--- src/common/hvmcr_pkg.sv ---
// Behaviour
// RULE1 - Quiet mode register writable only while write-enable bit 9 or coil 9 set.
// RULE2 - Quiet register value 0 disables, 1 enables; coil 18 does the same.
// RULE3 - Quiet mode only moves the outdoor fan temperature target.
// RULE4 - Write-enable bits 3 and 10 unlock indoor fan and dehumidify registers.
// RULE5 - Indoor fan bit 0: 0 variable speed, 1 fixed speed.
// RULE6 - Dehumidify register 0 turns dry mode off, 1 turns it on.
// RULE7 - Valve value 3 means dual valves; writable after write-enable bit 4.
// RULE8 - Dual-valve units need valve value 1 for conventional drying, else super; the code gives super only while indoor fan bit 0 is 0.
// RULE9 - Super drying uses valves at fixed fan; fan varies only if target missed.
// RULE10 - Three faults of one kind within sliding 12 hours cause lockout.
// RULE11 - During lockout compressor, indoor fan and outdoor fan stay off.
// RULE12 - Normal unit switch-off clears all fault counts.
// RULE13 - Operating state reads 12 while locked out.
// RULE14 - Keys 0x55aa then 0x0f0f by function 6 within 10 seconds clear lockout.
// RULE15 - Power cycle or completed system reset sequence clears lockout.
// RULE16 - System reset: 0x2275 to arm key register, then 0x1234 to command key.
// RULE17 - Completed reset sequence restarts the whole system like power-on.
// RULE18 - Read offsets 0, 2000, 4000, 6000 select master and slaves 1 to 3.
// RULE19 - Offset addresses accept only read function 03.
// RULE20 - Slave reads are relayed with at most 1 second extra delay.
// RULE21 - All other holding registers are read-only to the host.
// RULE22 - Gated writes with enable bit clear are ignored, value unchanged.
package hvmcr_pkg;
  // Register addresses
  localparam logic [15:0] ADDR_HOST_WRITE_ENABLE = 16'h0065;
  localparam logic [15:0] ADDR_INDOOR_FAN_BEHAVIOUR = 16'h0069;
  localparam logic [15:0] ADDR_VALVE_ARRANGEMENT = 16'h006a;
  localparam logic [15:0] ADDR_LOW_NOISE_SELECT = 16'h006f;
  localparam logic [15:0] ADDR_DEHUMIDIFY_SELECT = 16'h0070;
  localparam logic [15:0] ADDR_OPERATING_STATE = 16'h0197;
  localparam logic [15:0] ADDR_RESET_ARM_KEY = 16'h0579;
  localparam logic [15:0] ADDR_COMMAND_KEY = 16'h076d;
  // Coil numbers
  localparam logic [15:0] COIL_QUIET_ENABLE = 16'h0009;
  localparam logic [15:0] COIL_QUIET_SELECT = 16'h0012;
  // Write-enable bit positions
  localparam int WE_BIT_FAN = 3;
  localparam int WE_BIT_VALVE = 4;
  localparam int WE_BIT_QUIET = 9;
  localparam int WE_BIT_DRY = 10;
  // Values and keys
  localparam logic [15:0] VALVE_CONVENTIONAL = 16'h0001;
  localparam logic [15:0] VALVE_DUAL = 16'h0003;
  localparam logic [15:0] STATE_LOCKOUT = 16'h000c;
  localparam logic [15:0] KEY_UNLOCK_1 = 16'h55aa;
  localparam logic [15:0] KEY_UNLOCK_2 = 16'h0f0f;
  localparam logic [15:0] KEY_RESET_ARM = 16'h2275;
  localparam logic [15:0] KEY_RESET_GO = 16'h1234;
  localparam logic [15:0] COIL_ON = 16'hff00;
  localparam logic [15:0] REG_RESET = 16'h0000;
  // Slave offsets
  localparam logic [15:0] OFS_SLAVE1 = 16'd2000;
  localparam logic [15:0] OFS_SLAVE2 = 16'd4000;
  localparam logic [15:0] OFS_SLAVE3 = 16'd6000;
  // Function and exception codes
  localparam logic [7:0] FN_READ_HOLDING = 8'h03;
  localparam logic [7:0] FN_WRITE_COIL = 8'h05;
  localparam logic [7:0] FN_WRITE_SINGLE = 8'h06;
  localparam logic [7:0] EXC_NONE = 8'h00;
  localparam logic [7:0] EXC_ILLEGAL_FUNCTION = 8'h01;
  localparam logic [7:0] EXC_ILLEGAL_ADDRESS = 8'h02;
  localparam logic [7:0] EXC_GATEWAY_TIMEOUT = 8'h0b;
  // Timing and fault counts
  localparam int CLK_HZ = 25_000_000;
  localparam int KEY_WINDOW_S = 10;
  localparam int RELAY_MAX_S = 1;
  localparam int FAULT_WINDOW_H = 12;
  localparam int FAULT_WINDOW_SEC = FAULT_WINDOW_H * 3600;
  localparam int SEC_CYC = CLK_HZ;
  localparam int KEY_WINDOW_CYC = KEY_WINDOW_S * CLK_HZ;
  localparam int RELAY_MAX_CYC = RELAY_MAX_S * CLK_HZ;
  localparam int NFAULT = 4;
  localparam int TRIP_COUNT = 3;

  typedef enum logic [0:0] {RLY_IDLE, RLY_WAIT} hvmcr_rly_t;

  typedef struct packed {
    logic valid;
    logic [7:0] func;
    logic [15:0] addr;
    logic [15:0] data;
  } hvmcr_req_t;

  typedef struct packed {
    logic valid;
    logic [7:0] exc;
    logic [15:0] data;
  } hvmcr_rsp_t;

  typedef struct packed {
    logic valid;
    logic [1:0] slave;
    logic [15:0] addr;
  } hvmcr_relay_t;

  typedef struct packed {
    logic ok;
    logic [15:0] age;
  } hvmcr_fault_t;

  typedef struct packed {
    logic comp_en;
    logic indoor_fan_en;
    logic outdoor_fan_en;
    logic outdoor_target_quiet;
    logic fan_fixed;
    logic dry_on;
    logic evap_by_valves;
    logic fan_vary;
    logic super_dry;
    logic locked;
  } hvmcr_act_t;

  typedef struct packed {
    logic [15:0] write_enable;
    logic [15:0] fan_beh;
    logic [15:0] valve;
    logic [15:0] low_noise;
    logic [15:0] dehum;
    logic locked;
    logic key1_seen;
    logic [27:0] key_cnt;
    logic rst_armed;
    logic [24:0] sec_cnt;
    hvmcr_fault_t [NFAULT-1:0][TRIP_COUNT-2:0] fault;
    hvmcr_rly_t rly;
    logic [24:0] rly_cnt;
    logic ready;
    hvmcr_rsp_t rsp;
    hvmcr_relay_t relay;
    logic restart;
    hvmcr_act_t act;
  } hvmcr_state_t;
endpackage

--- src/hvmcr_regs.sv ---
`timescale 1ns/1ps
`default_nettype none
module hvmcr_regs import hvmcr_pkg::*; #(
  parameter int SEC_CYCLES = SEC_CYC,
  parameter int KEY_CYCLES = KEY_WINDOW_CYC,
  parameter int RELAY_CYCLES = RELAY_MAX_CYC,
  parameter int FAULT_WINDOW = FAULT_WINDOW_SEC
) (
  // Clock and reset
  input wire logic ref_clk_in,
  input wire logic sys_rst_in,
  // Decoded host request and answer
  input wire hvmcr_req_t host_req_in,
  output logic host_ready_out,
  output hvmcr_rsp_t host_rsp_out,
  // Slave relay link
  output hvmcr_relay_t relay_req_out,
  input wire logic slave_rsp_valid_in,
  input wire logic [15:0] slave_rsp_data_in,
  // Controller status
  input wire logic [NFAULT-1:0] fault_event_in,
  input wire logic unit_off_normal_in,
  input wire logic [15:0] unit_mode_in,
  input wire logic dual_valve_model_in,
  input wire logic evap_target_missed_in,
  input wire logic comp_request_in,
  input wire logic indoor_fan_request_in,
  input wire logic outdoor_fan_request_in,
  // Actuator and restart outputs
  output hvmcr_act_t act_out,
  output logic system_restart_out
);

  ////////////////////////////////////////////////////////////////////////////
  // Helpers

  // Slave index selected by an address offset
  function automatic logic [1:0] slave_of(input logic [15:0] a);
    if (a >= OFS_SLAVE3) begin
      slave_of = 2'h3;
    end else if (a >= OFS_SLAVE2) begin
      slave_of = 2'h2;
    end else if (a >= OFS_SLAVE1) begin
      slave_of = 2'h1;
    end else begin
      slave_of = 2'h0;
    end
  endfunction

  // Write-enable bit that gates a mode register
  function automatic logic gate_ok(input logic [15:0] a, input logic [15:0] we);
    case (a)
      ADDR_INDOOR_FAN_BEHAVIOUR: gate_ok = we[WE_BIT_FAN];
      ADDR_VALVE_ARRANGEMENT: gate_ok = we[WE_BIT_VALVE];
      ADDR_LOW_NOISE_SELECT: gate_ok = we[WE_BIT_QUIET];
      ADDR_DEHUMIDIFY_SELECT: gate_ok = we[WE_BIT_DRY];
      default: gate_ok = 1'b1;
    endcase
  endfunction

  // Value subtracted from a relayed address
  function automatic logic [15:0] offset_of(input logic [1:0] s);
    case (s)
      2'h1: offset_of = OFS_SLAVE1;
      2'h2: offset_of = OFS_SLAVE2;
      2'h3: offset_of = OFS_SLAVE3;
      default: offset_of = REG_RESET;
    endcase
  endfunction

  localparam logic [24:0] SEC_LAST = 25'(SEC_CYCLES - 1);
  localparam logic [27:0] KEY_LIMIT = 28'(KEY_CYCLES);
  localparam logic [24:0] RELAY_LIMIT = 25'(RELAY_CYCLES);
  localparam logic [15:0] WINDOW_AGE = 16'(FAULT_WINDOW);

  hvmcr_state_t st_q;
  hvmcr_state_t st_d;
  hvmcr_state_t st_rst;

  logic accept;
  logic is_rd;
  logic is_wr;
  logic is_coil;
  logic [1:0] req_slave;
  logic sec_tick;
  logic [1:0] young;
  logic dry;
  logic fixed_fan;
  logic dual_ok;
  logic trip;

  ////////////////////////////////////////////////////////////////////////////
  // Reset image
  always_comb begin
    st_rst = '0;
    st_rst.rly = RLY_IDLE;
    st_rst.ready = 1'b1;
  end

  ////////////////////////////////////////////////////////////////////////////
  // Next state
  always_comb begin
    st_d = st_q;
    young = 2'h0;
    trip = 1'b0;
    st_d.rsp = '0;
    st_d.relay.valid = 1'b0;
    st_d.restart = 1'b0;
    accept = host_req_in.valid && st_q.ready;
    is_rd = host_req_in.func == FN_READ_HOLDING;
    is_wr = host_req_in.func == FN_WRITE_SINGLE;
    is_coil = host_req_in.func == FN_WRITE_COIL;
    req_slave = slave_of(host_req_in.addr);

    // Second time base
    sec_tick = st_q.sec_cnt == SEC_LAST;
    st_d.sec_cnt = sec_tick ? '0 : st_q.sec_cnt + 25'h1;

    // Unlock key window
    if (st_q.key1_seen) begin
      if (st_q.key_cnt >= KEY_LIMIT) begin
        st_d.key1_seen = 1'b0; // RULE14
      end else begin
        st_d.key_cnt = st_q.key_cnt + 28'h1;
      end
    end

    // Fault history per condition
    for (int f = 0; f < NFAULT; f++) begin
      for (int e = 0; e < TRIP_COUNT - 1; e++) begin
        if (sec_tick && st_q.fault[f][e].ok) begin
          st_d.fault[f][e].age = st_q.fault[f][e].age + 16'h1;
          if (st_q.fault[f][e].age + 16'h1 >= WINDOW_AGE) begin
            st_d.fault[f][e].ok = 1'b0; // RULE10
          end
        end
      end
      if (fault_event_in[f]) begin
        young = 2'h0;
        for (int e = 0; e < TRIP_COUNT - 1; e++) begin
          young = young + {1'b0, st_d.fault[f][e].ok};
        end
        if (young == 2'(TRIP_COUNT - 1)) begin
          trip = 1'b1; // RULE10
        end
        for (int e = TRIP_COUNT - 2; e > 0; e--) begin
          st_d.fault[f][e] = st_d.fault[f][e-1];
        end
        st_d.fault[f][0].ok = 1'b1;
        st_d.fault[f][0].age = '0;
      end
    end
    if (unit_off_normal_in) begin
      st_d.fault = '0; // RULE12
    end

    // Relay wait
    if (st_q.rly == RLY_WAIT) begin
      st_d.rly_cnt = st_q.rly_cnt + 25'h1;
      if (slave_rsp_valid_in) begin
        st_d.rsp.valid = 1'b1; // RULE20
        st_d.rsp.data = slave_rsp_data_in;
        st_d.rly = RLY_IDLE;
      end else if (st_q.rly_cnt >= RELAY_LIMIT - 25'h1) begin
        st_d.rsp.valid = 1'b1; // RULE20
        st_d.rsp.exc = EXC_GATEWAY_TIMEOUT;
        st_d.rly = RLY_IDLE;
      end
    end

    // Host request decode
    if (accept) begin
      st_d.rsp.valid = 1'b1;
      st_d.rsp.data = host_req_in.data;
      if (req_slave != 2'h0 && !is_rd) begin
        st_d.rsp.exc = EXC_ILLEGAL_FUNCTION; // RULE19
      end else if (is_rd && req_slave != 2'h0) begin
        st_d.rsp.valid = 1'b0; // RULE18
        st_d.relay.valid = 1'b1;
        st_d.relay.slave = req_slave;
        st_d.relay.addr = host_req_in.addr - offset_of(req_slave);
        st_d.rly = RLY_WAIT;
        st_d.rly_cnt = '0;
      end else if (is_rd) begin
        case (host_req_in.addr)
          ADDR_HOST_WRITE_ENABLE: st_d.rsp.data = st_q.write_enable;
          ADDR_INDOOR_FAN_BEHAVIOUR: st_d.rsp.data = st_q.fan_beh;
          ADDR_VALVE_ARRANGEMENT: st_d.rsp.data = st_q.valve;
          ADDR_LOW_NOISE_SELECT: st_d.rsp.data = st_q.low_noise;
          ADDR_DEHUMIDIFY_SELECT: st_d.rsp.data = st_q.dehum;
          ADDR_OPERATING_STATE: begin
            st_d.rsp.data = st_q.locked ? STATE_LOCKOUT : unit_mode_in; // RULE13
          end
          default: st_d.rsp.data = REG_RESET;
        endcase
      end else if (is_coil) begin
        case (host_req_in.addr)
          COIL_QUIET_ENABLE: begin
            st_d.write_enable[WE_BIT_QUIET] = host_req_in.data == COIL_ON; // RULE1
          end
          COIL_QUIET_SELECT: begin
            if (st_q.write_enable[WE_BIT_QUIET]) begin
              st_d.low_noise = {15'h0, host_req_in.data == COIL_ON}; // RULE2
            end
          end
          default: st_d.rsp.exc = EXC_ILLEGAL_ADDRESS;
        endcase
      end else if (is_wr) begin
        case (host_req_in.addr)
          ADDR_HOST_WRITE_ENABLE: st_d.write_enable = host_req_in.data; // RULE4
          ADDR_INDOOR_FAN_BEHAVIOUR,
          ADDR_VALVE_ARRANGEMENT,
          ADDR_LOW_NOISE_SELECT,
          ADDR_DEHUMIDIFY_SELECT: begin
            if (gate_ok(host_req_in.addr, st_q.write_enable)) begin // RULE22
              case (host_req_in.addr)
                ADDR_INDOOR_FAN_BEHAVIOUR: st_d.fan_beh = host_req_in.data; // RULE4
                ADDR_VALVE_ARRANGEMENT: st_d.valve = host_req_in.data; // RULE7
                ADDR_LOW_NOISE_SELECT: st_d.low_noise = host_req_in.data; // RULE1
                default: st_d.dehum = host_req_in.data; // RULE4
              endcase
            end
          end
          ADDR_RESET_ARM_KEY: st_d.rst_armed = host_req_in.data == KEY_RESET_ARM; // RULE16
          ADDR_COMMAND_KEY: begin
            st_d.rst_armed = 1'b0;
            st_d.key1_seen = 1'b0;
            if (st_q.rst_armed && host_req_in.data == KEY_RESET_GO) begin
              st_d.restart = 1'b1; // RULE16
            end else if (host_req_in.data == KEY_UNLOCK_1) begin
              st_d.key1_seen = 1'b1; // RULE14
              st_d.key_cnt = '0;
            end else if (st_q.key1_seen && host_req_in.data == KEY_UNLOCK_2) begin
              st_d.locked = 1'b0; // RULE14
            end
          end
          default: st_d.rsp.exc = EXC_ILLEGAL_ADDRESS; // RULE21
        endcase
      end else begin
        st_d.rsp.exc = EXC_ILLEGAL_FUNCTION; // RULE21
      end
    end

    // Trip wins over a same-cycle unlock key
    if (trip) begin
      st_d.locked = 1'b1; // RULE10
    end

    // Full restart on completed reset sequence
    if (st_d.restart) begin
      st_d = st_rst; // RULE17
      st_d.restart = 1'b1; // RULE15
      st_d.rsp.valid = 1'b1;
      st_d.rsp.data = host_req_in.data;
    end
    st_d.ready = st_d.rly == RLY_IDLE;

    // Actuator drive
    dry = st_d.dehum[0]; // RULE6
    fixed_fan = st_d.fan_beh[0]; // RULE5
    dual_ok = dual_valve_model_in && st_d.valve != VALVE_CONVENTIONAL; // RULE8
    st_d.act.locked = st_d.locked;
    st_d.act.comp_en = comp_request_in && !st_d.locked; // RULE11
    st_d.act.indoor_fan_en = indoor_fan_request_in && !st_d.locked; // RULE11
    st_d.act.outdoor_fan_en = outdoor_fan_request_in && !st_d.locked; // RULE11
    st_d.act.outdoor_target_quiet = st_d.low_noise[0]; // RULE3
    st_d.act.fan_fixed = fixed_fan; // RULE5
    st_d.act.dry_on = dry; // RULE6
    st_d.act.super_dry = dry && !fixed_fan && dual_ok; // RULE8
    st_d.act.evap_by_valves = dry && dual_valve_model_in
                              && (fixed_fan ? st_d.valve == VALVE_DUAL : dual_ok); // RULE9
    st_d.act.fan_vary = dry && !fixed_fan && (!dual_ok || evap_target_missed_in); // RULE9
  end

  ////////////////////////////////////////////////////////////////////////////
  // State register
  always_ff @(posedge ref_clk_in or posedge sys_rst_in) begin
    if (sys_rst_in) begin
      st_q <= '0; // RULE15
      st_q.ready <= 1'b1;
    end else begin
      st_q <= st_d;
    end
  end

  // Outputs straight from the state register
  assign host_ready_out = st_q.ready;
  assign host_rsp_out = st_q.rsp;
  assign relay_req_out = st_q.relay;
  assign act_out = st_q.act;
  assign system_restart_out = st_q.restart;

  ////////////////////////////////////////////////////////////////////////////
  // Checks
  property p_lock_reads_12;
    @(posedge ref_clk_in) disable iff (sys_rst_in)
    (host_req_in.valid && st_q.ready && st_q.locked && host_req_in.func == FN_READ_HOLDING
     && host_req_in.addr == ADDR_OPERATING_STATE) |=> (host_rsp_out.data == STATE_LOCKOUT);
  endproperty
  a_lock_reads_12: assert property (p_lock_reads_12) // RULE13
    else $error("lockout not read as 12");

  property p_lock_all_off;
    @(posedge ref_clk_in) disable iff (sys_rst_in)
    act_out.locked |-> !(act_out.comp_en || act_out.indoor_fan_en || act_out.outdoor_fan_en);
  endproperty
  a_lock_all_off: assert property (p_lock_all_off) else $error("actuator on in lockout"); // RULE11

  property p_quiet_gated;
    @(posedge ref_clk_in) disable iff (sys_rst_in)
    (host_req_in.valid && st_q.ready && host_req_in.func == FN_WRITE_SINGLE
     && host_req_in.addr == ADDR_LOW_NOISE_SELECT && !st_q.write_enable[WE_BIT_QUIET])
    |=> $stable(st_q.low_noise);
  endproperty
  a_quiet_gated: assert property (p_quiet_gated) // RULE22
    else $error("gated quiet write took effect");

  property p_quiet_write;
    @(posedge ref_clk_in) disable iff (sys_rst_in)
    (host_req_in.valid && st_q.ready && host_req_in.func == FN_WRITE_SINGLE
     && host_req_in.addr == ADDR_LOW_NOISE_SELECT && st_q.write_enable[WE_BIT_QUIET]
     && host_req_in.data == 16'h0001) |=> act_out.outdoor_target_quiet;
  endproperty
  a_quiet_write: assert property (p_quiet_write) else $error("quiet enable not applied"); // RULE2

  property p_restart_seq;
    @(posedge ref_clk_in) disable iff (sys_rst_in)
    (host_req_in.valid && st_q.ready && st_q.rst_armed && host_req_in.func == FN_WRITE_SINGLE
     && host_req_in.addr == ADDR_COMMAND_KEY && host_req_in.data == KEY_RESET_GO)
    |=> (system_restart_out && !act_out.locked && st_q.write_enable == REG_RESET);
  endproperty
  a_restart_seq: assert property (p_restart_seq) // RULE17
    else $error("reset sequence did not restart");

  property p_relay_slave1;
    @(posedge ref_clk_in) disable iff (sys_rst_in)
    (host_req_in.valid && st_q.ready && host_req_in.func == FN_READ_HOLDING
     && host_req_in.addr >= OFS_SLAVE1 && host_req_in.addr < OFS_SLAVE2)
    |=> (relay_req_out.valid && relay_req_out.slave == 2'h1 && !host_ready_out);
  endproperty
  a_relay_slave1: assert property (p_relay_slave1) // RULE18
    else $error("slave 1 read not relayed");

  property p_relay_bound;
    @(posedge ref_clk_in) disable iff (sys_rst_in)
    (st_q.rly == RLY_WAIT) |-> (st_q.rly_cnt < RELAY_LIMIT);
  endproperty
  a_relay_bound: assert property (p_relay_bound) else $error("relay wait too long"); // RULE20

  property p_offset_func;
    @(posedge ref_clk_in) disable iff (sys_rst_in)
    (host_req_in.valid && st_q.ready && host_req_in.func != FN_READ_HOLDING
     && host_req_in.addr >= OFS_SLAVE1) |=> (host_rsp_out.exc == EXC_ILLEGAL_FUNCTION);
  endproperty
  a_offset_func: assert property (p_offset_func) else $error("offset write not refused"); // RULE19

  property p_off_clears;
    @(posedge ref_clk_in) disable iff (sys_rst_in)
    (unit_off_normal_in && !st_d.restart) |=> (st_q.fault == '0);
  endproperty
  a_off_clears: assert property (p_off_clears) else $error("fault counts not cleared"); // RULE12

  property p_super_dry;
    @(posedge ref_clk_in) disable iff (sys_rst_in)
    act_out.super_dry |-> (act_out.dry_on && !act_out.fan_fixed);
  endproperty
  a_super_dry: assert property (p_super_dry) else $error("super drying on fixed fan"); // RULE8

  property p_super_valves;
    @(posedge ref_clk_in) disable iff (sys_rst_in)
    act_out.super_dry |-> act_out.evap_by_valves;
  endproperty
  a_super_valves: assert property (p_super_valves) // RULE9
    else $error("super drying without valves");

  c_lockout: cover property (@(posedge ref_clk_in) disable iff (sys_rst_in) $rose(st_q.locked));
  c_unlock: cover property (@(posedge ref_clk_in) disable iff (sys_rst_in) $fell(st_q.locked));
  c_restart: cover property (@(posedge ref_clk_in) disable iff (sys_rst_in) system_restart_out);
  c_relay: cover property (@(posedge ref_clk_in) disable iff (sys_rst_in)
    st_q.rly == RLY_WAIT && slave_rsp_valid_in);
endmodule
`default_nettype wire

--- config.mk ---
export PLATFORM = sky130hd
export DESIGN_NAME = hvmcr_regs
export DESIGN_NICKNAME = d
export VERILOG_FILES = /design/src/common/hvmcr_pkg.sv /design/src/hvmcr_regs.sv
export SDC_FILE = /design/constraint.sdc
export NUM_CORES = 1
export LEC_CHECK = 0
export ABC_CLOCK_PERIOD_IN_PS = 30200
export BUFFER_PORTS_ARGS = -buffer_cell sky130_fd_sc_hd__buf_2
export CAP_MARGIN = 5
export CORE_MARGIN = 3
export CORE_UTILIZATION = 65
export CTS_CLUSTER_SIZE = 25
export DETAILED_ROUTE_END_ITERATION = 10
export GPL_ROUTABILITY_DRIVEN = 0
export PLACE_DENSITY = 0.87
export SYNTH_ARGS = -nofsm -noshare
export SYNTH_HDL_FRONTEND = slang
export SYNTH_SLANG_ARGS = --single-unit
--- constraint.sdc ---
create_clock -name ref_clk_in -period 30.2 [get_ports ref_clk_in]
set_input_delay 6.04 -clock ref_clk_in [delete_from_list [all_inputs] [get_ports ref_clk_in]]
set_output_delay 6.04 -clock ref_clk_in [all_outputs]
set_load 0.01 [all_outputs]
==> results.ini <==
[flow_run]
maxCapViolations=0

[setup_path]
arrival_ns=10.52
ff2ff_setup_slack_ns=26.66
required_ns=30.66
cp-end-kind=flop
critPathLaunchType=input pin
critPathMaxFanout=25
worst-setup-path-type=in2reg

[timing]
tightest_slew_ns=1.27
setup_viol=0
period_needed_ns=10.05
timing.fmax_mhz=99.5
setup_tns_ns=0
hold_slack_ns=0.470
hold_viol=0
relSlewSlack_pct=15.4
maxSlewViolCount=0
timing.final.ws_setup_ns=20.15
post-route-period-util_pct=33.3
final.setup_skew_ns=0.0295
grt_setup_unrepaired=false

[power]
swShare_pct=23.5
p_int_uw=816
cellLeakagePower_uw=0.00934
total_power_uw=1070
power_frac_clock_pct=47.0
ir_worst_vdd_v=0.0000468
p_seq_share_pct=45.8
p_comb_share_pct=7.2
power.density_mw_per_mm2=48.7
p_sw_uw=250

[global_routing]
grt_pass1_wl_mm=88.1
grt_pass1_vias=17400
grt.overflow.total=0
grt_use_total_pct=32.1
antenna_found_initial=6
grt_max_degree=120

[detailed_routing]
dr.pass1.iters=10
vias=17900
routed_wl_mm=54.4
vias_per_cell=6.60
wl_per_cell_um=20.0
route.detailed.drc=0
ant_nets=0
drt_iter0_drc=2382

[cts]
clockBufferDepth=3
clk_latency_ns=0.53
clockRootBuffer=clkbuf_16
cts_setup_buffers=0
htreeDepth=2
cts_sinks=345
cts_buffers=38
clk_pin_slew_worst_paths_ns=0.06
cts_tree=built
postCtsResizedCells=0
cts_hold_buf=0

[floorplanning]
die-width_um=182
ioPinCount=142
fp.coreArea_mm2=0.0300
std_cell_rows=63
start_util_pct=66.7
die_y_um=182
die-area_mm2=0.0330

[synthesis]
async_reset_ff_share_pct=100
synth_area_per_cell_um2=8.83
synth.distinct_cells=86
synth_seq_cells=345
syn_area_mm2=0.0200
synth_edf_count=0
ys_seq_area_share_pct=43.1
yosys_warnings=0
ys_dominant_reg_cell=dfrtp_1
synthCells=2270

[placed_design]
post-place-ws_ns=19.82
placed_cell_area_mm2=0.0205
io_buffers=136
place_hpwl_mm=37.3

[finish]
fin_area_mm2=0.0219
most-common-layout-cells=dfrtp_1, nor2_1, nand2_1
final_common_cell=dfrtp_1
final_nets=2408
syn2layout_area_growth_pct=9.28
drive_gt1_share_pct=10.8

[worst_hold_path]
hp-class=reg2reg

[outcome]
status=completed

## worst paths after layout
kind / startpoint / end / depth (start not counted)
setup / recovery: host_req_in[25] / st_q[285]$_DFFE_PP0P_ / 12
hold / removal: st_q[279]$_DFFE_PP0P_ / st_q[279]$_DFFE_PP0P_ / 2
setup reg to reg: st_q[218]$_DFF_PP0_ / st_q[215]$_DFFE_PP0P_ / 9
hold reg to reg: st_q[279]$_DFFE_PP0P_ / st_q[279]$_DFFE_PP0P_ / 2
max in group asynchronous: sys_rst_in / st_q[173]$_DFFE_PP0P_ / 3
min in group asynchronous: sys_rst_in / st_q[64]$_DFF_PP0_ / 2
## critical path, stage by stage
cell and delay, ns:
buf_2 0.17, nand4_1 0.16, o21ai_0 0.19, o311ai_0 0.22, a2111oi_1 0.88, ha_1 0.50
inv_1 0.14, a21oi_1 0.37, nand2_2 0.46, a2111oi_4 1.07, nand2_1 0.16, nand2_1 0.12
## power groups by stage
stage          clock network (µW)  logic, µW  registers [µW]
4_1_cts                       505       75.8             488
5_1_grt                       525       84.5             490
6_report                      501       76.2             488
3_3_place_gp                    0       72.5             495
2_1_floorplan                   0       56.7             492
3_5_place_dp                    0       74.8             496
## synth_stat cells (all sizes together) (48+ instances only)
| library cell | number | share of area (%) |
|---|---|---|
| dfrtp | 344 | 43 |
| nand4 | 76 | 2.4 |
| o21ai | 64 | 1.6 |
| buf | 77 | 2.6 |
| xor2 | 110 | 4.8 |
| inv | 48 | 0.90 |
| a21oi | 62 | 1.5 |
| nand2 | 269 | 5.1 |
| nor2 | 341 | 6.4 |
| nand3 | 118 | 3.0 |
| xnor2 | 101 | 4.4 |
| a211oi | 75 | 2.8 |
| clkbuf | 97 | 1.8 |
## per-stage QoR
step,util [%],instances
after detailed placement,68.4,2645
after global placement,68.4,2645
after global routing,72.9,2715
final,72.9,2715
after floorplan,-,2274
after CTS,72.9,2713
## final cells by class
class | count | area (µm²)
fill | 2131 | 8130
timing repair buffer | 155 | 823
tap | 390 | 488
antenna | 2 | 5.00
clock inverter | 10 | 213
multi-input combinational | 1707 | 10400
clock buffer | 58 | 1150
inverter | 48 | 188
sequential | 345 | 8630
## kinds of logic after synthesis
family                     Yosys count  share of synthesized area (%)
AOI/OAI and AO/OA                  374                           13.6
xor gates and xnor gates           211                           9.22
adders and majority gates           27                           1.72
buffers and inverters              222                           5.30
DFF                                345                           43.1
muxes                               31                           1.55
other                                1                         0.0187
and+or+nand+nor                   1059                           25.5
## registers in the layout (all words and copies together) (netlist names)
signal,cells
st_q,297
relay_req_out,19
act_out,7
host_rsp_out,20
system_restart_out,1
host_ready_out,1
## layer usage
layer	vias to the layer above	GRT usage [%]	part of all wire (%)
met3	217	7.13	10
li1	8063	-	-
met4	6	13.3	4.4
met2	1094	51.7	47
met1	8528	42.3	39
met5	-	0	0.070
Note: power is estimated with default switching activity, not from simulation.
